**src/inc/rocm_params.svh**
```systemverilog
// constants for the relay output configuration matrix: offsets, fields, resets, timing
// assumes a 100 MHz core clock and a 32-bit wishbone slave with byte addresses
`ifndef ROCM_PARAMS_SVH
`define ROCM_PARAMS_SVH

`define ROCM_ADR_W 8
`define ROCM_OFS_LATCH_BF 8'h00
`define ROCM_OFS_IND_SEL 8'h04
`define ROCM_OFS_RC_ONE 8'h08
`define ROCM_OFS_RC_TWO 8'h0c
`define ROCM_OFS_RC_THREE 8'h10
`define ROCM_OFS_CI_ONE 8'h14
`define ROCM_OFS_CI_TWO 8'h18
`define ROCM_OFS_CI_THREE 8'h1c
`define ROCM_OFS_BF_TIME 8'h20
`define ROCM_OFS_STATUS 8'h24
`define ROCM_OFS_CMD 8'h28

`define ROCM_RST_LATCH_BF 8'h00
`define ROCM_RST_IND_SEL 8'haa
`define ROCM_RST_GROUP 8'h00

`define ROCM_F_HOLD_LSB 0
`define ROCM_F_BF_LSB 4
`define ROCM_MASK_LATCH_BF 8'h7f
`define ROCM_MASK_RC_SHORT 8'h3f
`define ROCM_F_CI_SETTING 4
`define ROCM_F_CI_AUX 5
`define ROCM_F_CI_LATCH 6
`define ROCM_F_CI_ALL 7
`define ROCM_F_CMD_LATCH 0
`define ROCM_F_CMD_IND 1

`define ROCM_CLK_MHZ 100
`define ROCM_BF_TIME_US 10
`define ROCM_BF_CYCLES (`ROCM_BF_TIME_US * `ROCM_CLK_MHZ)

`endif

```
**src/inc/rocm_pkg.sv**
```systemverilog
// types shared by the relay output configuration matrix
// assumes nothing beyond the constants header
package rocm_pkg;
	typedef enum logic [2:0] {
		BF_IDLE = 3'b001,
		BF_TIMING = 3'b010,
		BF_OPERATE = 3'b100
	} rocm_bf_state_t;
	typedef logic [7:0] rocm_group_t;
endpackage

```
**src/core/rocm_sync.sv**
```systemverilog
// two-flop synchroniser for pins arriving from outside the core clock domain
// assumes the inputs are slow levels, not pulses shorter than two cycles
`timescale 1ns/1ns
`default_nettype none
module rocm_sync #(
	parameter int W = 4
) (
	input wire logic core_clk,
	input wire logic reset_n,
	input wire logic [W-1:0] async_in,
	output logic [W-1:0] sync_out
);
	logic [W-1:0] meta_r;
	always_ff @(posedge core_clk or negedge reset_n) begin
		if (!reset_n) begin
			meta_r <= '0;
			sync_out <= '0;
		end else begin
			meta_r <= async_in;
			sync_out <= meta_r;
		end
	end
endmodule // rocm_sync
`default_nettype wire

```
**src/core/rocm_trip_latch.sv**
```systemverilog
// self-holding stage for the trip outputs, one latch per output
// assumes trip requests come from logic on the core clock
`timescale 1ns/1ns
`default_nettype none
module rocm_trip_latch #(
	parameter int N = 4
) (
	input wire logic core_clk,
	input wire logic reset_n,
	input wire logic [N-1:0] trip_req,
	input wire logic [N-1:0] hold_sel,
	input wire logic clear,
	output logic [N-1:0] trip_out,
	output logic [N-1:0] latched
);
	genvar i;
	generate
		for (i = 0; i < N; i++) begin : g_out
			wire logic latch_nxt;
			// a new request wins over a clear in the same cycle
			assign latch_nxt = hold_sel[i] & (trip_req[i] | (latched[i] & ~clear));
			always_ff @(posedge core_clk or negedge reset_n) begin
				if (!reset_n) begin
					latched[i] <= 1'b0;
					trip_out[i] <= 1'b0;
				end else begin
					latched[i] <= latch_nxt;
					trip_out[i] <= trip_req[i] | latch_nxt;
				end
			end
		end
	endgenerate
endmodule // rocm_trip_latch
`default_nettype wire

```
**src/core/rocm_top.sv**
```systemverilog
// output configuration matrix: trip self-holding, breaker-failure supervision,
// trip indicator selection, reclose routing and control-input functions
// assumes a classic wishbone master on core_clk; control pins are asynchronous
//
// Decided for this implementation: the address map and the Wishbone register port.
`timescale 1ns/1ns
`default_nettype none
`include "rocm_params.svh"
module rocm_top #(
	parameter int BF_W = 16
) (
	input wire logic core_clk,
	input wire logic reset_n,
	input wire logic wb_cyc_i,
	input wire logic wb_stb_i,
	input wire logic wb_we_i,
	input wire logic [`ROCM_ADR_W-1:0] wb_adr_i,
	input wire logic [3:0] wb_sel_i,
	input wire logic [31:0] wb_dat_i,
	output logic [31:0] wb_dat_o,
	output logic wb_ack_o,
	input wire logic [3:0] trip_req,
	input wire logic [3:0] start_req,
	input wire logic [7:0] reclose_src,
	input wire logic blocking_input_one,
	input wire logic blocking_input_two,
	input wire logic remote_reset_input,
	input wire logic panel_reset_button,
	output logic trip_output_one,
	output logic trip_output_two,
	output logic trip_output_three,
	output logic trip_output_four,
	output logic trip_indicator,
	output logic reclose_start_line_one,
	output logic reclose_start_line_two,
	output logic reclose_start_line_three,
	output logic [4:0] stage_block,
	output logic second_setting_select,
	output logic register_reset
);
	import rocm_pkg::*;

	rocm_group_t latch_bf_r;
	rocm_group_t ind_sel_r;
	rocm_group_t rc_r [3];
	rocm_group_t ci_r [3];
	logic [BF_W-1:0] bf_time_r;
	logic [BF_W-1:0] bf_cnt_r;
	rocm_bf_state_t bf_state_r;
	rocm_bf_state_t bf_state_nxt;
	logic cmd_latch_r;
	logic cmd_ind_r;
	logic ind_r;
	logic [2:0] rc_line_r;
	logic [4:0] block_r;
	logic setting_r;
	logic regs_reset_r;
	logic [3:0] held_out;
	logic [3:0] latched;
	logic [3:0] start_q_r;
	logic [3:0] pin_sync;

	// ---- control pins, two flops before any logic
	rocm_sync #(.W(4)) u_sync (
		.core_clk(core_clk),
		.reset_n(reset_n),
		.async_in({panel_reset_button, remote_reset_input, blocking_input_two, blocking_input_one}),
		.sync_out(pin_sync)
	);
	wire logic [2:0] ci_level = pin_sync[2:0];
	wire logic panel_reset = pin_sync[3];

	// ---- control input functions
	wire logic [2:0] ci_latch_rst;
	wire logic [2:0] ci_ind_rst;
	wire logic [2:0] ci_all_rst;
	wire logic [2:0] ci_setting;
	wire logic [2:0][3:0] ci_block;
	genvar g;
	generate
		for (g = 0; g < 3; g++) begin : g_ci
			assign ci_block[g] = ci_r[g][3:0] & {4{ci_level[g]}};
			assign ci_setting[g] = ci_r[g][`ROCM_F_CI_SETTING] & ci_level[g];
			assign ci_all_rst[g] = ci_r[g][`ROCM_F_CI_ALL] & ci_level[g];
			assign ci_latch_rst[g] = (ci_r[g][`ROCM_F_CI_LATCH] | ci_r[g][`ROCM_F_CI_ALL]) & ci_level[g];
			// the aux switch of group one blocks the fifth stage; on the others it clears indicators
			assign ci_ind_rst[g] = ci_latch_rst[g] | ((g != 0) && ci_r[g][`ROCM_F_CI_AUX] && ci_level[g]);
		end
	endgenerate
	wire logic [4:0] block_nxt = {ci_r[0][`ROCM_F_CI_AUX] & ci_level[0],
		ci_block[0] | ci_block[1] | ci_block[2]};
	wire logic latch_clear = panel_reset | (|ci_latch_rst) | cmd_latch_r;
	wire logic ind_clear = panel_reset | (|ci_ind_rst) | cmd_ind_r;

	// ---- trip outputs with optional self-holding
	rocm_trip_latch #(.N(4)) u_latch (
		.core_clk(core_clk),
		.reset_n(reset_n),
		.trip_req(trip_req),
		.hold_sel(latch_bf_r[`ROCM_F_HOLD_LSB +: 4]),
		.clear(latch_clear),
		.trip_out(held_out),
		.latched(latched)
	);

	// ---- breaker-failure supervision
	// only trip outputs two to four can start it; output one is where it lands
	wire logic [2:0] bf_en = latch_bf_r[`ROCM_F_BF_LSB +: 3];
	wire logic bf_start = |(held_out[3:1] & bf_en);
	wire logic bf_expired = (bf_cnt_r >= bf_time_r);
	always_comb begin
		bf_state_nxt = bf_state_r;
		case (bf_state_r)
			BF_IDLE: begin
				if (bf_start) begin
					bf_state_nxt = BF_TIMING;
				end
			end
			BF_TIMING: begin
				if (!bf_start) begin
					bf_state_nxt = BF_IDLE;
				end else if (bf_expired) begin
					bf_state_nxt = BF_OPERATE;
				end
			end
			BF_OPERATE: begin
				if (!bf_start) begin
					bf_state_nxt = BF_IDLE;
				end
			end
			default: bf_state_nxt = BF_IDLE;
		endcase
	end
	wire logic bf_operate = (bf_state_r == BF_OPERATE);
	wire logic bf_timing = (bf_state_r == BF_TIMING);
	wire logic [BF_W-1:0] bf_cnt_nxt = bf_timing ? bf_cnt_r + BF_W'(1) : '0;

	assign trip_output_one = held_out[0] | bf_operate;
	assign trip_output_two = held_out[1];
	assign trip_output_three = held_out[2];
	assign trip_output_four = held_out[3];

	// ---- trip indicator, sticky until an indicator reset
	wire logic [7:0] ind_src = {trip_output_four, start_q_r[3], trip_output_three, start_q_r[2],
		trip_output_two, start_q_r[1], trip_output_one, start_q_r[0]};
	wire logic ind_hit = |(ind_src & ind_sel_r);
	// a hit in the clearing cycle keeps the lamp lit
	wire logic ind_nxt = ind_hit | (ind_r & ~ind_clear);

	// ---- reclose routing
	wire logic [2:0] rc_nxt;
	generate
		for (g = 0; g < 3; g++) begin : g_rc
			assign rc_nxt[g] = |(reclose_src & rc_r[g]);
		end
	endgenerate

	always_ff @(posedge core_clk or negedge reset_n) begin
		if (!reset_n) begin
			bf_state_r <= BF_IDLE;
			bf_cnt_r <= '0;
			ind_r <= 1'b0;
			rc_line_r <= '0;
			block_r <= '0;
			setting_r <= 1'b0;
			regs_reset_r <= 1'b0;
			start_q_r <= '0;
		end else begin
			bf_state_r <= bf_state_nxt;
			bf_cnt_r <= bf_cnt_nxt;
			ind_r <= ind_nxt;
			rc_line_r <= rc_nxt;
			block_r <= block_nxt;
			setting_r <= |ci_setting;
			regs_reset_r <= |ci_all_rst;
			start_q_r <= start_req;
		end
	end
	assign trip_indicator = ind_r;
	assign reclose_start_line_one = rc_line_r[0];
	assign reclose_start_line_two = rc_line_r[1];
	assign reclose_start_line_three = rc_line_r[2];
	assign stage_block = block_r;
	assign second_setting_select = setting_r;
	assign register_reset = regs_reset_r;

	// ---- wishbone slave, one wait state, unmapped reads give zero
	wire logic bus_req = wb_cyc_i & wb_stb_i & ~wb_ack_o;
	wire logic bus_wr = bus_req & wb_we_i & wb_sel_i[0];
	wire logic hit_latch_bf = (wb_adr_i == `ROCM_OFS_LATCH_BF);
	wire logic hit_ind = (wb_adr_i == `ROCM_OFS_IND_SEL);
	wire logic [2:0] hit_rc = {wb_adr_i == `ROCM_OFS_RC_THREE, wb_adr_i == `ROCM_OFS_RC_TWO,
		wb_adr_i == `ROCM_OFS_RC_ONE};
	wire logic [2:0] hit_ci = {wb_adr_i == `ROCM_OFS_CI_THREE, wb_adr_i == `ROCM_OFS_CI_TWO,
		wb_adr_i == `ROCM_OFS_CI_ONE};
	wire logic hit_bf_time = (wb_adr_i == `ROCM_OFS_BF_TIME);
	wire logic hit_status = (wb_adr_i == `ROCM_OFS_STATUS);
	wire logic hit_cmd = (wb_adr_i == `ROCM_OFS_CMD);
	wire logic [31:0] status_word = {18'h0, bf_timing, bf_operate, latched, ind_r, rc_line_r,
		trip_output_four, trip_output_three, trip_output_two, trip_output_one};
	wire logic [31:0] rd_mux =
		hit_latch_bf ? {24'h0, latch_bf_r} :
		hit_ind ? {24'h0, ind_sel_r} :
		hit_rc[0] ? {24'h0, rc_r[0]} :
		hit_rc[1] ? {24'h0, rc_r[1]} :
		hit_rc[2] ? {24'h0, rc_r[2]} :
		hit_ci[0] ? {24'h0, ci_r[0]} :
		hit_ci[1] ? {24'h0, ci_r[1]} :
		hit_ci[2] ? {24'h0, ci_r[2]} :
		hit_bf_time ? {{(32-BF_W){1'b0}}, bf_time_r} :
		hit_status ? status_word : 32'h0;
	// the byte written is the checksum: switch n carries weight two to the n minus one
	wire logic [7:0] wr_byte = wb_dat_i[7:0];

	always_ff @(posedge core_clk or negedge reset_n) begin
		if (!reset_n) begin
			wb_ack_o <= 1'b0;
			wb_dat_o <= 32'h0;
		end else begin
			wb_ack_o <= bus_req;
			wb_dat_o <= bus_req ? rd_mux : 32'h0;
		end
	end

	always_ff @(posedge core_clk or negedge reset_n) begin
		if (!reset_n) begin
			latch_bf_r <= `ROCM_RST_LATCH_BF;
			ind_sel_r <= `ROCM_RST_IND_SEL;
			cmd_latch_r <= 1'b0;
			cmd_ind_r <= 1'b0;
			bf_time_r <= BF_W'(`ROCM_BF_CYCLES);
		end else begin
			if (bus_wr && hit_latch_bf) begin
				latch_bf_r <= wr_byte & `ROCM_MASK_LATCH_BF;
			end
			if (bus_wr && hit_ind) begin
				ind_sel_r <= wr_byte;
			end
			if (bus_req && wb_we_i && hit_bf_time && (&wb_sel_i[1:0])) begin
				bf_time_r <= wb_dat_i[BF_W-1:0];
			end
			// serial reset commands are one-cycle pulses
			cmd_latch_r <= bus_wr & hit_cmd & wb_dat_i[`ROCM_F_CMD_LATCH];
			cmd_ind_r <= bus_wr & hit_cmd & wb_dat_i[`ROCM_F_CMD_IND];
		end
	end

	generate
		for (g = 0; g < 3; g++) begin : g_grp
			always_ff @(posedge core_clk or negedge reset_n) begin
				if (!reset_n) begin
					rc_r[g] <= `ROCM_RST_GROUP;
					ci_r[g] <= `ROCM_RST_GROUP;
				end else begin
					if (bus_wr && hit_rc[g]) begin
						// top two switches are dead on the first two lines
						rc_r[g] <= (g < 2) ? (wr_byte & `ROCM_MASK_RC_SHORT) : wr_byte;
					end
					if (bus_wr && hit_ci[g]) begin
						ci_r[g] <= wr_byte;
					end
				end
			end
		end
	endgenerate

	logic [8:0] csum_ind;
	always_comb begin
		csum_ind = '0;
		for (int k = 0; k < 8; k++) begin
			csum_ind = csum_ind + (ind_sel_r[k] ? 9'(1 << k) : 9'h0);
		end
	end
endmodule // rocm_top
`default_nettype wire

```
**config.mk**
```make
export PLATFORM = sky130hd
export DESIGN_NAME = rocm_top
export DESIGN_NICKNAME = d
export VERILOG_FILES = /design/src/inc/rocm_pkg.sv /design/src/core/rocm_sync.sv /design/src/core/rocm_trip_latch.sv /design/src/core/rocm_top.sv
export VERILOG_INCLUDE_DIRS = /design/src /design/src/inc
export SDC_FILE = /design/constraint.sdc
export NUM_CORES = 1
export LEC_CHECK = 0
export BUFFER_PORTS_ARGS = -buffer_cell sky130_fd_sc_hd__clkbuf_2
export CORE_ASPECT_RATIO = 1.4
export CORE_MARGIN = 2
export CORE_UTILIZATION = 41
export DETAILED_ROUTE_END_ITERATION = 7
export GPL_TIMING_DRIVEN = 0
export PLACE_DENSITY = 0.63
export SLEW_MARGIN = 20
export SYNTH_ARGS = -nofsm -noshare
export SYNTH_HDL_FRONTEND = slang
export SYNTH_HIERARCHICAL = 1
export SYNTH_SLANG_ARGS = --single-unit
export TNS_END_PERCENT = 5
```
**constraint.sdc**
```tcl
create_clock -name core_clk -period 3.19 [get_ports core_clk]
set_clock_uncertainty 0.05 [all_clocks]
set_input_delay 0.638 -clock core_clk [delete_from_list [all_inputs] [get_ports core_clk]]
set_output_delay 0.638 -clock core_clk [all_outputs]
set_load 0.005 [all_outputs]
```
==> summary by stage <==
Run
The max-cap check violation count is 0.

Global routing
The wire length of the first global-routing pass is 32.4 mm. The largest net degree at the start of global routing is 90. The number of antenna violations at the first check in global routing was 0. Across every metal layer, demand over resource in global routing totals 0.244.

The number of global-route vias before repair is 5550. After global routing the overflow that remains totals 0.

Synthesis
The post-synthesis async set-or-reset flop share is 1.00. Synthesis instantiated 66 different standard cells from the library. The share of the Yosys chip area taken by registers is 0.519. In this run the cell area of the synthesized design comes to 6970 um2. Ranked by total cell area, the synthesized netlist is headed by sky130_fd_sc_hd__dfrtp_1, sky130_fd_sc_hd__mux2_2, sky130_fd_sc_hd__dfstp_2, sky130_fd_sc_hd__ha_1, sky130_fd_sc_hd__nor2_1. Yosys mapped a number of flops with a built-in enable equal to 0.

The share of synthesized area in the top cell type comes to 0.478. The yosys synthesis warning count is 6. The biggest area contributor in the post-synthesis netlist is sky130_fd_sc_hd__dfrtp_1. Synthesis produced a netlist whose cell count is a little under 600. The most used flip-flop cell after synthesis is sky130_fd_sc_hd__dfrtp_1.

In this run, synthesis produced a sequential element count of approximately 140. The average cell area after synthesis is 11.7 um2.

Place
Detailed placement finished with a half-perimeter wire length of 16.1 mm. The instance area at placement is roughly 7700 um2. Port buffering added 80 buffers. The cell count after placement is 896. The final weighted congestion in routability-driven placement is 0.954.

Die
The die is 158 um tall. For this configuration, the core starts out at a cell density of 0.418. The region available for standard cell placement spans 16700 um2. In this run the horizontal extent of the chip is 114 um.

The die area is 18100 um2. After floorplanning, the core was divided into 56 placement rows. The count of boundary I/O pins is about 120.

Cells and area
Excluding fillers, the count of instances in the completed layout stands at 928. The final net count is 798. Leaving out fill and tap cells, the most frequent cell in the layout is sky130_fd_sc_hd__dfrtp_1. The layout overhead on the synthesized area is 18.9%. The antenna cell count is 0.

Leaving out fill and tap cells, the most frequent cells in the layout are sky130_fd_sc_hd__dfrtp_1, sky130_fd_sc_hd__clkbuf_2, sky130_fd_sc_hd__mux2_2. In the final layout, the share of cells above drive strength 1 is 0.343. The final design area excluding fillers is 8280 um2.

Timing
Measured against its own limit, the worst slew margin works out to 0.278. The final number of hold-violating endpoints is 0. The final period demand of the worst path is 2870 ps. The total of endpoints with negative setup slack in the final report is 0. Setup repair after global routing left no endpoint under its margin. Of the available clock period, the critical path in the final layout requires 0.899.

The max-slew violation count came to 0. Timing would allow up to 0.349 GHz. The slew at the pin closest to its max-slew limit is 1070 ps.

Detailed routing
The first routing iteration left 403 violations. The remaining design rule violation count is 0. The via count is 5356.

The final routed wire length divided by cell count is 22.8 um. The mean number of vias per cell is 5.77. For this run, the detailed router's first-pass iteration total came to 5. The final routed wirelength across all metal layers is 21.1 mm. Once detail routing completed, the nets flagged for antenna violations numbered 0.

Setup path
For the worst setup path, the data required time is 3450 ps. The signal on the critical path passes through clkbuf_2 > clkbuf_2 > nor4b_1 > nand2_1 > a211oi_1 > o221ai_1 > a221oi_1. The peak per-stage delay on the critical path is 680 ps. In this run the worst path has a maximum fanout of 10.

The worst endpoint data arrival time is 3130 ps. The path type of the worst setup path is in2reg. STA classifies the critical path endpoint as a register. The cell with the biggest individual delay on the critical path is sky130_fd_sc_hd__nor4b_1. The most numerous cell type found on the critical path is sky130_fd_sc_hd__clkbuf_2. The element type at the critical path start is an input pin.

Pwr
Power spread over the standard cell area amounts to 481 nW/um2. For this design the static power due to leakage is 0.00393 uW. The largest vdd supply drop is approximately 0.3 mV.

Clocking
The number of buffers inserted during clock tree synthesis is 17. TritonCTS built the clock tree. The number of post-CTS setup repair buffers is 0. The root cell of the clock tree is sky130_fd_sc_hd__clkbuf_16. The CTS clock-pin slew for the worst setup and hold paths is 60 ps. The later pin in the worst-skew pair is clocked with a latency of 430 ps.

For this design, the CTS-stage hold fixing added 0 buffers. The number of H-tree levels is 4. The clock tree buffer depth is 2. The CTS sink count is 144. In this run, post-CTS repair resized a total of 0 instances.

Worst hold path
The worst hold path belongs to the class in2async.

Outcome
The run finished with clean final reports.
## flip-flops by register name, indices dropped and copies added (netlist names)
signal                 flops
ind_sel_r                  8
latch_bf_r                 7
second_setting_select      1
u_latch/latched            4
u_sync/meta_r              4
cmd_latch_r                1
wb_dat_o                  16
rc_r                      20
register_reset             1
wb_ack_o                   1
u_sync/sync_out            4
u_latch/trip_out           4
bf_time_r                 16
bf_state_r                 3
bf_cnt_r                  16
cmd_ind_r                  1
stage_block                5
rc_line_r                  3
trip_indicator             1
ci_r                      24
start_q_r                  4
## final timing paths
check / from / cells past startpoint / slack, ps / end
max reg2reg: wb_ack_o$_DFF_PN0_ / 7 / 540 / bf_time_r[13]$_DFFE_PN0P_
max in group asynchronous: reset_n / 2 / 2140 / bf_time_r[7]$_DFFE_PN1P_
min reg2reg: u_sync/meta_r[0]$_DFF_PN0_ / 0 / 300 / u_sync/sync_out[0]$_DFF_PN0_
max: wb_adr_i[4] / 7 / 320 / wb_dat_o[3]$_DFF_PN0_
min in group core_clk: blocking_input_one / 1 / 260 / u_sync/meta_r[0]$_DFF_PN0_
min: reset_n / 1 / 120 / rc_r[2]$_DFFE_PN0P_
## Yosys cell counts, drive strengths merged, types with 2 or more instances
library cell and number:
nand3b 3, a222oi 9, o221ai 5, or3 3, a221oi 3, xnor2 4, xor2 9, and4 3
and3 5, nor2b 5, nor4b 3, o21bai 2, a211oi 9, nand4 7, a21oi 15, a22oi 15
o32ai 2, and2 2, inv 29, o21a 5, mux2 78, clkbuf 13, nor4bb 3, nor3 12
or4 3, nor2 42, buf 23, dfrtp 133, mux2i 7, nand3 13, o32a 2, nand2 26
a22o 7, or2 6, or4b 3, o22ai 10, nand2b 4, a21o 5, o21ai 15, nor4 7
o211ai 6, nor3b 3, ha 17, dfstp 11
## critical path, delay by kind of cell
family | cells | cell delay, ps
buffers and inverters | 2 | 370
AND/OR/NAND/NOR | 2 | 990
AO/OA/AOI/OAI | 3 | 1110
## metal layers
layer	part of all wire	global-route usage	up-vias
met4	0.043	0.119	0
met5	0	0	-
met3	0.043	0.0407	52
li1	-	-	2410
met2	0.53	0.435	201
met1	0.39	0.283	2693
## cells by family after synthesis
group,Yosys count,synth area share
AND/OR/NAND/NOR,155,0.131
multiplexers,85,0.136
adder cells (fa/ha/maj),17,0.0305
XOR/XNOR,13,0.0163
flip-flops,144,0.519
AO/OA/AOI/OAI,115,0.119
buffers and inverters,66,0.0476
other,1,0.000538
## per-stage QoR
stage	setup TNS, ps	hold slack, ps	worst slack (ps)	utilization	power [uW]
2_1_floorplan	0	281	749	-	1990
3_3_place_gp	-114500	283	-872	0.460	2130
3_5_place_dp	-27.3	290	-27.3	0.464	2140
4_1_cts	0	135	399	0.497	4020
5_1_grt	0	149	330	0.497	4110
6_report	0	116	322	0.497	3980
## layout make-up
cell class                      count  area [um2]
Inverter                           30         113
Clock buffer                       18         429
Sequential cell                   144        3620
Clock inverter                     14         121
Fill cell                        1556        8390
Tap cell                          203         254
Multi-Input combinational cell    401        3090
Timing Repair Buffer               82         442
Buffer                             36         219
## report_power, final
part           internal, uW  total (uW)  switching (uW)
Clock                  1020        1880             855
Sequential             1850        1870            19.9
Combinational          81.0         238             157
Total                  2950        3980            1030
Power figures use the tool's default switching activity.
